<file path="config.mk">
export PLATFORM = sky130hd
export DESIGN_NAME = timer_pin_irq_ctrl
export DESIGN_NICKNAME = d
export VERILOG_FILES = /design/src/design/irq_ctrl_pkg.sv /design/src/design/pin_sense.sv /design/src/design/timer_pin_irq_ctrl.sv
export VERILOG_INCLUDE_DIRS = /design/src /design/src/design
export SDC_FILE = /design/constraint.sdc
export NUM_CORES = 1
export LEC_CHECK = 0
export ABC_AREA = 1
export CAP_MARGIN = 40
export CORE_ASPECT_RATIO = 0.5
export CORE_MARGIN = 8
export CORE_UTILIZATION = 45
export DETAILED_ROUTE_END_ITERATION = 10
export DONT_BUFFER_PORTS = 1
export GPL_TIMING_DRIVEN = 0
export HOLD_SLACK_MARGIN = 0.15
export SYNTH_ARGS = -nofsm -noshare
export SYNTH_HDL_FRONTEND = slang
export SYNTH_SLANG_ARGS = --single-unit
</file>
<file path="constraint.sdc">
create_clock -name sys_clk_i -period 1.6 [get_ports sys_clk_i]
set_input_delay 0.16 -clock sys_clk_i [delete_from_list [all_inputs] [get_ports sys_clk_i]]
set_output_delay 0.16 -clock sys_clk_i [all_outputs]
set_load 0.01 [all_outputs]
</file>
<file path="src/design/irq_ctrl_map.svh">
`ifndef IRQ_CTRL_MAP_SVH
`define IRQ_CTRL_MAP_SVH

// How it works
// - timer-2 overflow requests vector 008 when its flag, mask bit 6, global flag set
// - capture event sets capture flag; vector 00A requested with mask bit 5, global flag
// - timer-1 compare A requests vector 00C with its flag, mask bit 4, global flag
// - timer-1 compare B requests vector 00E with its flag, mask bit 3, global flag
// - timer-1 overflow requests vector 010 with its flag, mask bit 2, global flag
// - timer-0 overflow requests vector 012 with its flag, mask bit 0, global flag
// - timer-2 count matching its compare value sets flag bit 7
// - taking a vector clears its flag; writing one to a flag clears it
// - timer-2 up/down pwm reversal at bottom sets the timer-2 overflow flag
// - timer-1 up/down pwm reversal at bottom sets the timer-1 overflow flag
// - capture flag bit 5 sets together with the capture copy
// - flag bit 1 and mask bit 1 always read zero
// - pin activity is seen even while the pin is driven as an output
// - enabled level sensing keeps requesting while the pin stays low
// - sleep instruction sleeps only while the sleep-arm bit 6 is set
// - sleep field bits 5:4 selects idle, noise reduction, power-down, power save
// - pin-one sense bits 3:2: low level, any change, falling, rising
// - pin-zero sense bits 1:0: low level, any change, falling, rising
// - pins are sampled on the clock before edge detection
// - external interrupt one active only with global flag and pin-one mask bit
// - external zero vectors to 002, external one to 004
// - an external flag is held clear while its pin uses level sensing
// - taking an interrupt clears the global flag, interrupt return sets it
// - flags stay set while disabled and are served once enabled

// register indices, byte address is four times the index
`define IDX_MCU_CONTROL   6'h35
`define IDX_TIMER_FLAGS   6'h38
`define IDX_TIMER_MASK    6'h39
`define IDX_EXT_FLAGS     6'h3a
`define IDX_GENERAL_MASK  6'h3b
`define IDX_STATUS_WORD   6'h3c

// field positions
`define BIT_SLEEP_ARM     6
`define BIT_PIN_ONE_EN    7
`define BIT_PIN_ZERO_EN   6
`define BIT_GLOBAL_IRQ    7

// writable bit masks
`define MCU_CONTROL_WMASK 8'h7f
`define TIMER_MASK_WMASK  8'hfd
`define TIMER_FLAG_WMASK  8'hfd
`define EXT_MASK_WMASK    8'hc0

// reset values
`define MCU_CONTROL_RST   8'h00
`define TIMER_MASK_RST    8'h00
`define TIMER_FLAGS_RST   8'h00
`define EXT_REG_RST       8'h00

// number of request sources, priority index 0 is the lowest vector
`define NUM_SOURCES       9

`endif

</file>
<file path="src/design/irq_ctrl_pkg.sv">
package irq_ctrl_pkg;

   // encodings follow the two-bit control fields in declaration order
   typedef enum logic [1:0] {
      SENSE_LOW,
      SENSE_ANY,
      SENSE_FALL,
      SENSE_RISE
   } sense_mode_t;

   typedef enum logic [1:0] {
      SLEEP_IDLE,
      SLEEP_NOISE_REDUCE,
      SLEEP_POWER_DOWN,
      SLEEP_POWER_SAVE
   } sleep_mode_t;

endpackage : irq_ctrl_pkg

</file>
<file path="src/design/pin_sense.sv">
`timescale 1ns/100ps
module pin_sense
   import irq_ctrl_pkg::*;
(
   // clock and reset
   input  wire logic        sys_clk_i,
   input  wire logic        arst_n_i,
   // pad level and sense selection
   input  wire logic        pin_i,
   input  wire sense_mode_t sense_i,
   // detection results
   output logic             event_o,
   output logic             low_o
);

   logic sync_a_reg;
   logic sync_b_reg;
   logic prev_reg;

   // sample the pad on the clock; the second stage and its delayed copy are looked at
   always_ff @(posedge sys_clk_i or negedge arst_n_i) begin
      if (!arst_n_i) begin
         sync_a_reg <= 1'b1;
         sync_b_reg <= 1'b1;
         prev_reg   <= 1'b1;
      end else begin
         sync_a_reg <= pin_i;
         sync_b_reg <= sync_a_reg;
         prev_reg   <= sync_b_reg;
      end
   end

   // edge selection on the sampled level; pulses under one period may be missed
   always_comb begin
      event_o = 1'b0;
      case (sense_i)
         SENSE_ANY:  event_o = sync_b_reg ^ prev_reg;
         SENSE_FALL: event_o = prev_reg & ~sync_b_reg;
         SENSE_RISE: event_o = ~prev_reg & sync_b_reg;
         default:    event_o = 1'b0;
      endcase
   end

   assign low_o = ~sync_b_reg;

endmodule : pin_sense

</file>
<file path="src/design/timer_pin_irq_ctrl.sv">
`timescale 1ns/100ps
`include "irq_ctrl_map.svh"
module timer_pin_irq_ctrl
   import irq_ctrl_pkg::*;
(
   // clock and reset
   input  wire logic        sys_clk_i,
   input  wire logic        arst_n_i,
   // wishbone classic slave
   input  wire logic        wb_cyc_i,
   input  wire logic        wb_stb_i,
   input  wire logic        wb_we_i,
   input  wire logic [7:0]  wb_adr_i,
   input  wire logic [3:0]  wb_sel_i,
   input  wire logic [31:0] wb_dat_i,
   output logic [31:0]      wb_dat_o,
   output logic             wb_ack_o,
   // timer inputs; event and reversal inputs are one-cycle pulses
   input  wire logic [7:0]  t2_count_i,
   input  wire logic [7:0]  t2_compare_value_i,
   input  wire logic        t2_overflow_evt_i,
   input  wire logic        t2_updown_mode_i,
   input  wire logic        t2_reverse_i,
   input  wire logic        capture_evt_i,
   input  wire logic        t1_compare_a_evt_i,
   input  wire logic        t1_compare_b_evt_i,
   input  wire logic        t1_overflow_evt_i,
   input  wire logic        t1_updown_mode_i,
   input  wire logic        t1_reverse_i,
   input  wire logic        t0_overflow_evt_i,
   // external interrupt pad levels
   input  wire logic        ext_irq_pin_zero_i,
   input  wire logic        ext_irq_pin_one_i,
   // processor core
   input  wire logic        irq_take_i,
   input  wire logic        interrupt_return_op_i,
   input  wire logic        sleep_op_i,
   output logic             irq_req_o,
   output logic [7:0]       irq_vector_o,
   output logic             sleep_o,
   output sleep_mode_t      sleep_mode_o
);

   // register state
   logic [7:0] mcu_control_reg;
   logic [7:0] timer_interrupt_mask_reg;
   logic [7:0] timer_interrupt_flags_reg;
   logic [7:0] general_interrupt_mask_reg;
   logic [7:0] ext_flags_reg;
   logic       global_irq_reg;
   logic       t2_match_prev_reg;
   logic [3:0] irq_idx_reg;

   // decoded bus access
   logic [5:0] reg_idx;
   logic       bus_req;
   logic       wr_fire;
   logic [7:0] wr_byte;
   logic [7:0] rd_byte;

   // event and request terms
   logic [7:0] timer_set;
   logic [7:0] timer_take_clr;
   logic [7:0] timer_next;
   logic [7:0] ext_set;
   logic [7:0] ext_take_clr;
   logic [7:0] ext_next;
   logic [`NUM_SOURCES-1:0] pending;
   logic [3:0] best_idx;
   logic       any_pending;
   logic       take_fire;
   logic       t2_match;
   logic       ext0_event;
   logic       ext0_low;
   logic       ext1_event;
   logic       ext1_low;
   logic       ext0_level;
   logic       ext1_level;
   sense_mode_t pin_zero_sense;
   sense_mode_t pin_one_sense;

   assign reg_idx = wb_adr_i[7:2];
   assign bus_req = wb_cyc_i & wb_stb_i;
   // a write lands at the edge where the master sees ack high
   assign wr_fire = bus_req & wb_we_i & wb_ack_o & wb_sel_i[0];
   assign wr_byte = wb_dat_i[7:0];
   assign take_fire = irq_take_i & irq_req_o;

   // control fields of the mcu control register
   assign pin_zero_sense = sense_mode_t'(mcu_control_reg[1:0]);
   assign pin_one_sense  = sense_mode_t'(mcu_control_reg[3:2]);
   assign ext0_level     = (pin_zero_sense == SENSE_LOW);
   assign ext1_level     = (pin_one_sense == SENSE_LOW);

   // pad inputs are read straight from the pad, so a pin driven as output still triggers
   pin_sense u_sense_zero (
      .sys_clk_i (sys_clk_i),
      .arst_n_i  (arst_n_i),
      .pin_i     (ext_irq_pin_zero_i),
      .sense_i   (pin_zero_sense),
      .event_o   (ext0_event),
      .low_o     (ext0_low)
   );

   pin_sense u_sense_one (
      .sys_clk_i (sys_clk_i),
      .arst_n_i  (arst_n_i),
      .pin_i     (ext_irq_pin_one_i),
      .sense_i   (pin_one_sense),
      .event_o   (ext1_event),
      .low_o     (ext1_low)
   );

   // compare match counts once per entry into equality, so a cleared flag stays clear
   assign t2_match = (t2_count_i == t2_compare_value_i);

   always_ff @(posedge sys_clk_i or negedge arst_n_i) begin
      if (!arst_n_i) begin
         t2_match_prev_reg <= 1'b0;
      end else begin
         t2_match_prev_reg <= t2_match;
      end
   end

   // timer flag set sources
   always_comb begin
      timer_set    = 8'h00;
      timer_set[7] = t2_match & ~t2_match_prev_reg;
      timer_set[6] = t2_overflow_evt_i | (t2_updown_mode_i & t2_reverse_i);
      timer_set[5] = capture_evt_i;
      timer_set[4] = t1_compare_a_evt_i;
      timer_set[3] = t1_compare_b_evt_i;
      timer_set[2] = t1_overflow_evt_i | (t1_updown_mode_i & t1_reverse_i);
      timer_set[0] = t0_overflow_evt_i;
   end

   // hardware clear of the flag whose vector the core takes
   always_comb begin
      timer_take_clr = 8'h00;
      ext_take_clr   = 8'h00;
      if (take_fire) begin
         case (irq_idx_reg)
            4'd0:    ext_take_clr[`BIT_PIN_ZERO_EN] = 1'b1;
            4'd1:    ext_take_clr[`BIT_PIN_ONE_EN]  = 1'b1;
            4'd2:    timer_take_clr[7] = 1'b1;
            4'd3:    timer_take_clr[6] = 1'b1;
            4'd4:    timer_take_clr[5] = 1'b1;
            4'd5:    timer_take_clr[4] = 1'b1;
            4'd6:    timer_take_clr[3] = 1'b1;
            4'd7:    timer_take_clr[2] = 1'b1;
            4'd8:    timer_take_clr[0] = 1'b1;
            default: timer_take_clr = 8'h00;
         endcase
      end
   end

   // flags: set beats any clear arriving in the same cycle
   always_comb begin
      timer_next = timer_interrupt_flags_reg & ~timer_take_clr;
      if (wr_fire && reg_idx == `IDX_TIMER_FLAGS) begin
         timer_next = timer_next & ~(wr_byte & `TIMER_FLAG_WMASK);
      end
      timer_next = (timer_next | timer_set) & `TIMER_FLAG_WMASK;
   end

   always_comb begin
      ext_set = 8'h00;
      ext_set[`BIT_PIN_ZERO_EN] = ext0_event;
      ext_set[`BIT_PIN_ONE_EN]  = ext1_event;
      ext_next = ext_flags_reg & ~ext_take_clr;
      if (wr_fire && reg_idx == `IDX_EXT_FLAGS) begin
         ext_next = ext_next & ~(wr_byte & `EXT_MASK_WMASK);
      end
      ext_next = (ext_next | ext_set) & `EXT_MASK_WMASK;
      // level sensing has no memory, the flag is held clear
      if (ext0_level) begin
         ext_next[`BIT_PIN_ZERO_EN] = 1'b0;
      end
      if (ext1_level) begin
         ext_next[`BIT_PIN_ONE_EN] = 1'b0;
      end
   end

   always_ff @(posedge sys_clk_i or negedge arst_n_i) begin
      if (!arst_n_i) begin
         timer_interrupt_flags_reg <= `TIMER_FLAGS_RST;
         ext_flags_reg             <= `EXT_REG_RST;
      end else begin
         timer_interrupt_flags_reg <= timer_next;
         ext_flags_reg             <= ext_next;
      end
   end

   // software-written control and mask registers
   always_ff @(posedge sys_clk_i or negedge arst_n_i) begin
      if (!arst_n_i) begin
         mcu_control_reg            <= `MCU_CONTROL_RST;
         timer_interrupt_mask_reg   <= `TIMER_MASK_RST;
         general_interrupt_mask_reg <= `EXT_REG_RST;
      end else if (wr_fire) begin
         if (reg_idx == `IDX_MCU_CONTROL) begin
            mcu_control_reg <= wr_byte & `MCU_CONTROL_WMASK;
         end else if (reg_idx == `IDX_TIMER_MASK) begin
            timer_interrupt_mask_reg <= wr_byte & `TIMER_MASK_WMASK;
         end else if (reg_idx == `IDX_GENERAL_MASK) begin
            general_interrupt_mask_reg <= wr_byte & `EXT_MASK_WMASK;
         end
      end
   end

   // global flag: taking clears it, interrupt return sets it, software may write it
   always_ff @(posedge sys_clk_i or negedge arst_n_i) begin
      if (!arst_n_i) begin
         global_irq_reg <= 1'b0;
      end else if (take_fire) begin
         global_irq_reg <= 1'b0;
      end else if (interrupt_return_op_i) begin
         global_irq_reg <= 1'b1;
      end else if (wr_fire && reg_idx == `IDX_STATUS_WORD) begin
         global_irq_reg <= wr_byte[`BIT_GLOBAL_IRQ];
      end
   end

   // pending requests in priority order, each gated by its enable and the global flag
   always_comb begin
      pending    = '0;
      pending[0] = global_irq_reg & general_interrupt_mask_reg[`BIT_PIN_ZERO_EN]
                 & (ext0_level ? ext0_low : ext_flags_reg[`BIT_PIN_ZERO_EN]);
      pending[1] = global_irq_reg & general_interrupt_mask_reg[`BIT_PIN_ONE_EN]
                 & (ext1_level ? ext1_low : ext_flags_reg[`BIT_PIN_ONE_EN]);
      pending[2] = global_irq_reg & timer_interrupt_mask_reg[7] & timer_interrupt_flags_reg[7];
      pending[3] = global_irq_reg & timer_interrupt_mask_reg[6] & timer_interrupt_flags_reg[6];
      pending[4] = global_irq_reg & timer_interrupt_mask_reg[5] & timer_interrupt_flags_reg[5];
      pending[5] = global_irq_reg & timer_interrupt_mask_reg[4] & timer_interrupt_flags_reg[4];
      pending[6] = global_irq_reg & timer_interrupt_mask_reg[3] & timer_interrupt_flags_reg[3];
      pending[7] = global_irq_reg & timer_interrupt_mask_reg[2] & timer_interrupt_flags_reg[2];
      pending[8] = global_irq_reg & timer_interrupt_mask_reg[0] & timer_interrupt_flags_reg[0];
   end

   // scan from the top so the lowest pending index wins
   always_comb begin
      best_idx = 4'd0;
      for (int i = `NUM_SOURCES - 1; i >= 0; i--) begin
         if (pending[i]) begin
            best_idx = 4'(i);
         end
      end
   end

   assign any_pending = |pending;

   // request and vector are registered; vector word address is two per source
   always_ff @(posedge sys_clk_i or negedge arst_n_i) begin
      if (!arst_n_i) begin
         irq_req_o    <= 1'b0;
         irq_vector_o <= 8'h00;
         irq_idx_reg  <= 4'h0;
      end else begin
         irq_req_o    <= any_pending & ~take_fire;
         irq_idx_reg  <= best_idx;
         irq_vector_o <= {3'h0, best_idx, 1'b0} + 8'h02;
      end
   end

   // sleep: armed bit gates entry, any pending request wakes the core
   always_ff @(posedge sys_clk_i or negedge arst_n_i) begin
      if (!arst_n_i) begin
         sleep_o      <= 1'b0;
         sleep_mode_o <= SLEEP_IDLE;
      end else begin
         sleep_mode_o <= sleep_mode_t'(mcu_control_reg[5:4]);
         if (any_pending) begin
            sleep_o <= 1'b0;
         end else if (sleep_op_i && mcu_control_reg[`BIT_SLEEP_ARM]) begin
            sleep_o <= 1'b1;
         end
      end
   end

   // read mux; undefined reserved bits are returned as zero
   always_comb begin
      rd_byte = 8'h00;
      if (reg_idx == `IDX_MCU_CONTROL) begin
         rd_byte = mcu_control_reg;
      end else if (reg_idx == `IDX_TIMER_FLAGS) begin
         rd_byte = timer_interrupt_flags_reg;
      end else if (reg_idx == `IDX_TIMER_MASK) begin
         rd_byte = timer_interrupt_mask_reg;
      end else if (reg_idx == `IDX_EXT_FLAGS) begin
         rd_byte = ext_flags_reg;
      end else if (reg_idx == `IDX_GENERAL_MASK) begin
         rd_byte = general_interrupt_mask_reg;
      end else if (reg_idx == `IDX_STATUS_WORD) begin
         rd_byte = {global_irq_reg, 7'h00};
      end
   end

   // one wait state: ack one cycle after the strobe, dropped the cycle after
   always_ff @(posedge sys_clk_i or negedge arst_n_i) begin
      if (!arst_n_i) begin
         wb_ack_o <= 1'b0;
         wb_dat_o <= 32'h0000_0000;
      end else begin
         wb_ack_o <= bus_req & ~wb_ack_o;
         if (bus_req && !wb_ack_o) begin
            wb_dat_o <= {24'h000000, rd_byte};
         end
      end
   end
endmodule : timer_pin_irq_ctrl

</file>
==> results.py, run 1 <==
metrics = {
    "status": {
        "status": "complete, no violations",
    },
    "yosys": {
        "syn_area_mm2": 0.003104,
        "ys_ff_latch": 55,
        "synth_ff_type": "dfrtp_1",
        "ys_warn_count": 0,
        "yosys.cell_types.count": 40,
        "synthCells": 376,
        "async_flop_share": 1.000,
        "synth_seq_area_share": 0.4458,
        "synth_edf_count": 0,
        "synth.avg_cell_area_um2": 8.256,
    },
    "sta": {
        "hold_viol": 0,
        "slew_violations": 0,
        "min_period_ns": 1.519,
        "timing.hold.ws_ns": 0.1566,
        "period_share": 0.9491,
        "setup_tns_ns": 0,
        "max_freq_mhz": 658.5,
        "rsz0062_at_grt": "false",
        "setup_violations": 0,
        "clock_skew_ns": 0.003257,
    },
    "setup_path": {
        "crit_chain": "nand3_1 > nor2_8 > buf_4 > nand2_4 > buf_6 > nand2_1 > o21ai_2",
        "crit_fanout": 10,
        "start_kind": "flip-flop",
        "crit_buf_inv": 2,
        "cp-startpoint": "wb_ack_o",
        "crit_family": "simple AND/OR/NAND/NOR gates",
        "endpoint_kind": "flip-flop",
        "worstPathRequired_ns": 1.78,
        "crit_slowest_cell": "dfrtp_1",
        "critical_path_class": "reg2reg",
        "critPathMaxStageDelay_ns": 0.43,
        "arrival_ns": 1.69,
        "r2r-start": "wb_ack_o",
    },
    "floorplanning": {
        "dieArea_mm2": 0.009973,
        "core_area_mm2": 0.006674,
        "fp.dieW_um": 133.5,
        "row_count": 21,
        "io_pins": 125,
        "die-height_um": 74.73,
        "initial_core_util": 0.4651,
    },
    "clock_tree": {
        "h-tree-depth": 2,
        "clkTransAtPathRegs_ns": 0.07,
        "clk_path_buf_depth": 2,
        "cts_tree": "built",
        "cts_num_sinks": 55,
        "numCtsBuffers": 5,
        "insertion_delay_ns": 0.29,
        "clockRootBuffer": "clkbuf_16",
    },
    "global_route": {
        "grt_pass1_vias": 2604,
        "grt_antenna_before_repair": 0,
        "globalRouteOverflowTotal": 0,
        "grt_pass1_wl_um": 12830,
        "grt_start_max_net_pins": 56,
        "grtUsageTotal": 0.1613,
    },
    "power": {
        "power.density_mw_per_mm2": 799.6,
        "irDropWorstVdd_v": 0.0003984,
        "total_leakage_power_uw": 0.002014,
        "power_uw": 2995,
    },
    "detailed_routing": {
        "drc": 0,
        "wirelength_um": 7744,
        "via_count": 2539,
        "drtIter0Drc": 160,
        "vias_per_cell": 4.818,
        "drt_first_pass_iters": 4,
        "wl_per_cell_um": 14.69,
        "postRouteAntennaNets": 0,
    },
    "placement": {
        "port_buffers": 0,
        "routabilityCongestion": 0.8017,
        "hpwl_um": 6026,
    },
    "job": {
        "drv_cap": 0,
    },
    "worst_hold_path": {
        "hold_path.class": "in2reg",
        "min-delay-start": "wb_dat_i[6]",
    },
    "final_layout": {
        "layout.nets": 519,
        "layout-drive-gt1-share": 0.2000,
        "regMostFlops": "wb_dat_o",
        "areaGrowthSynthToFinish_pct": 20.68,
        "fill_cells": 646,
        "diodes": 0,
        "largest_register_ffs": 8,
    },
}
==> final timing paths <==
check                                               to  slack [ns]  depth (start not counted)
min reg2reg                     u_sense_one.sync_b_reg        0.36                          0
min in group asynchronous              irq_vector_o[1]        0.38                          2
max                                 mcu_control_reg[6]        0.08                          7
min                        timer_interrupt_mask_reg[6]        0.16                          2
max reg2reg                         mcu_control_reg[6]        0.08                          7
max in group asynchronous      u_sense_zero.sync_b_reg        0.92                          2
==> power by group <==
group | switching, uW | internal, uW | total (uW) | leakage (uW)
registers | 37.5 | 1430 | 1470 | 0.000691
logic | 177 | 141 | 318 | 0.00125
clock network | 475 | 731 | 1210 | 0.0000769
total | 690 | 2310 | 3000 | 0.00201
==> stage by stage <==
stage	instance area (um^2)	setup WS (ns)	utilization	cells
final	3746	0.08147	0.5613	527
after global routing	3746	0.004080	0.5613	527
after CTS	3710	0.04976	0.5559	523
after detailed placement	3321	0.02543	0.4976	495
after global placement	3321	0.05841	0.4976	495
after floorplan	3206	0.2566	-	403
==> cells in the final DEF (no fill, tap or decap), types with 13 or more instances in the layout <==
| cell | count |
|---|---|
| nand2_1 | 92 |
| inv_1 | 51 |
| dfrtp_1 | 49 |
| buf_4 | 32 |
| conb_1 | 28 |
| nand3_1 | 27 |
| dlygate4sd3_1 | 20 |
| nor2_1 | 19 |
| o21ai_0 | 15 |
| o21ai_2 | 13 |
==> kinds of logic (layout without fill, tap and decap cells) <==
logic type | after synthesis | after routing | share of synthesized area
and+or+nand+nor | 172 | 172 | 0.2640
DFF | 55 | 55 | 0.4458
buffers and inverters | 86 | 118 | 0.1463
adders and majority gates | 4 | 4 | 0.01612
AOI/OAI and AO/OA | 57 | 57 | 0.1237
xor gates and xnor gates | 1 | 1 | 0.002822
other | 1 | 28 | 0.001208
==> timing repair <==
action | 4_1_cts | 5_1_grt
pin swaps | 0 | 1
hold buffers | 21 | 0
resized for setup | 1 | 2
cloned | 0 | 0
setup buffers | 0 | 4
hold endpoints to repair | 78 | 0
setup endpoints to repair | 1 | 5
==> final cells by class <==
class	count	area, um^2	share of cell area
Timing Repair Buffer	25	257.7	0.06880
Inverter	54	205.2	0.05478
Multi-Input combinational cell	262	1376	0.3674
Buffer	32	249.0	0.06647
Clock buffer	6	128.9	0.03440
Tap cell	92	115.1	0.03073
Clock inverter	1	30.03	0.008016
Sequential cell	55	1384	0.3694
==> worst reg2reg max path, delay by kind of cell, from the launching register on <==
| kind | cells | cell delay (ns) |
|---|---|---|
| flops | 1 | 0.43 |
| compound gates | 1 | 0.05 |
| buf+inv | 2 | 0.32 |
| simple gates | 4 | 0.60 |
==> layer usage <==
layer / track usage / share of wire
met1: 0.2043 / 0.45
met2: 0.2555 / 0.43
met3: 0.05859 / 0.11
met4: 0.04932 / 0.012
met5: 0 / 0
==> synth_stat cells (2+ instances only) <==
library cell	number	share of area
o211ai_1	2	0.0048
nand2_2	2	0.0040
nand3_1	27	0.044
nor2_8	2	0.013
ha_1	4	0.016
o21ai_0	15	0.024
nor3_1	2	0.0032
nand4_1	10	0.020
buf_6	3	0.011
inv_1	51	0.062
and3_1	2	0.0040
inv_2	2	0.0024
o21ai_2	13	0.037
buf_4	28	0.068
nor2_1	20	0.024
dfrtp_1	49	0.40
a31oi_1	2	0.0040
dfstp_2	6	0.051
o21bai_1	4	0.0097
or2_2	4	0.0081
a21boi_0	4	0.0097
a21oi_1	11	0.018
nor2_2	3	0.0060
nand2_1	93	0.11
nand2_4	2	0.0073
No activity file was read; power rests on OpenSTA's default activity.
==> run 2, diff against run 1 <==
- PLACE_DENSITY: not set -> 0.69
==> run 2 against run 1 <==
Against the previous run: first-iteration DRC count grew 21%; via count grew 0.32%; cell area grew 0.27%; largest power group unchanged; flip-flop and latch count is the same; sequential share of layout area shrank 0.098 points; die area is the same; worst setup slack lost 0.0062 ns; worst hold slack lost 0.0028 ns; fmax shrank 0.40%.
==> results.py, run 2 (synthesis gave the netlist of run 1 again) <==
metrics = {
    "floorplanning": {
        "fp.dieW_um": 133.5,
        "row_count": 21,
        "dieArea_mm2": 0.009973,
        "die-height_um": 74.73,
        "core_area_mm2": 0.006674,
        "initial_core_util": 0.4651,
        "io_pins": 125,
    },
    "final_layout": {
        "post_layout_nonfiller_instances": 529,
        "regMostFlops": "wb_dat_o",
        "layout.nets": 520,
        "fin_util": 0.5628,
        "largest_register_ffs": 8,
        "ff_latch_area_mm2": 0.001384,
        "areaGrowthSynthToFinish_pct": 21.00,
        "diodes": 0,
        "final_cell_mix": "91 x nand2_1, 51 x inv_1, 49 x dfrtp_1, 33 x buf_4, 28 x conb_1",
        "final_common_cell": "nand2_1",
        "layout-drive-gt1-share": 0.2105,
        "fill_cells": 624,
        "multiInputGateArea_mm2": 0.001393,
    },
    "sta": {
        "max_freq_mhz": 655.9,
        "setup_violations": 0,
        "setup_tns_ns": 0,
        "layout_setup_ws_ns": 0.07529,
        "min_period_ns": 1.525,
        "hold_viol": 0,
        "period_share": 0.9529,
        "rsz0062_at_grt": "false",
        "slew_violations": 0,
        "clock_skew_ns": 0.007022,
    },
    "setup_path": {
        "crit_chain": "nand3_1 > nor2_8 > buf_4 > nand2_4 > buf_6 > nand2_1 > o21ai_2",
        "critical_path_class": "reg2reg",
        "crit_family": "simple AND/OR/NAND/NOR gates",
        "arrival_ns": 1.70,
        "crit_slowest_cell": "dfrtp_1",
        "r2r-start": "wb_ack_o",
        "start_kind": "flip-flop",
        "cp-startpoint": "wb_ack_o",
        "critPathMaxStageDelay_ns": 0.42,
        "crit_buf_inv": 2,
        "crit_fanout": 10,
        "worstPathRequired_ns": 1.78,
        "endpoint_kind": "flip-flop",
    },
    "worst_hold_path": {
        "hold_path.class": "in2reg",
        "min-delay-start": "wb_dat_i[6]",
    },
    "global_route": {
        "grtUsageTotal": 0.1468,
        "grt_pass1_vias": 2451,
        "grt_antenna_before_repair": 0,
        "grt_start_max_net_pins": 56,
        "grt_pass1_wl_um": 11690,
        "globalRouteOverflowTotal": 0,
    },
    "clock_tree": {
        "clockRootBuffer": "clkbuf_16",
        "h-tree-depth": 2,
        "clk_path_buf_depth": 2,
        "cts_tree": "built",
        "insertion_delay_ns": 0.29,
        "cts_num_sinks": 55,
        "clkTransAtPathRegs_ns": 0.07,
        "numCtsBuffers": 5,
    },
    "placement": {
        "dp_slack_ns": 0.05928,
        "hpwl_um": 5530,
        "routabilityCongestion": 0.8389,
        "dp.cells": 495,
        "port_buffers": 0,
    },
    "power": {
        "power_uw": 2874,
        "total_leakage_power_uw": 0.002010,
        "power.density_mw_per_mm2": 765.1,
        "irDropWorstVdd_v": 0.0005053,
    },
    "detailed_routing": {
        "drtIter0Drc": 193,
        "postRouteAntennaNets": 0,
        "drt_first_pass_iters": 5,
        "wirelength_um": 7471,
        "vias_per_cell": 4.815,
        "wl_per_cell_um": 14.12,
        "drc": 0,
        "via_count": 2547,
    },
    "job": {
        "drv_cap": 0,
    },
    "status": {
        "status": "complete, no violations",
    },
}
-- run 2: cell type report --
class | count | area share
Clock buffer | 5 | 0.03331
Multi-Input combinational cell | 262 | 0.3708
Timing Repair Buffer | 26 | 0.07062
Tap cell | 92 | 0.03065
Sequential cell | 55 | 0.3684
Buffer | 32 | 0.06629
Clock inverter | 3 | 0.005330
Inverter | 54 | 0.05463
-- run 2: power by group --
group	total (uW)	leakage, uW	internal, uW	switching, uW
registers	1470	0.000691	1430	36.1
clock network	1090	0.0000658	578	511
logic	316	0.00125	142	175
total	2870	0.00201	2150	722
-- run 2: metrics by stage --
| stage | hold WS [ns] | cell area (um^2) |
|---|---|---|
| detailed placement | -0.1340 | 3321 |
| CTS | 0.1617 | 3694 |
| global placement | -0.1341 | 3321 |
| floorplan | -0.1356 | 3206 |
| finish | 0.1538 | 3756 |
| global route | 0.1721 | 3756 |
-- run 2: timing repair --
action | CTS | global route
hold buffers | 21 | 0
resized for setup | 0 | 7
setup endpoints to repair | 0 | 6
buffers inserted | 0 | 5
hold endpoints to repair | 78 | 0
-- run 2: path summary, 6_finish.rpt --
path,endpoint,cells past startpoint,slack [ns]
worst max-delay path,mcu_control_reg[6],7,0.08
worst min-delay path,timer_interrupt_mask_reg[6],2,0.15
worst max register to register,mcu_control_reg[6],7,0.08
worst min register to register,u_sense_one.sync_b_reg,0,0.36
max in group asynchronous,u_sense_zero.prev_reg,2,0.94
min in group asynchronous,global_irq_reg,2,0.39
-- run 2: worst register-to-register path: stages, from the launching register on --
cell,delay [ns]
dfrtp_1,0.42
nand3_1,0.21
nor2_8,0.24
buf_4,0.15
nand2_4,0.07
buf_6,0.17
nand2_1,0.08
o21ai_2,0.06
-- run 2: per-layer routing --
metal,global-route usage,vias up,part of all wire
met3,0.05126,4,0.11
li1,-,1271,-
met1,0.1910,1158,0.44
met2,0.2284,114,0.45
met4,0.04192,0,0.0056
met5,0,-,0
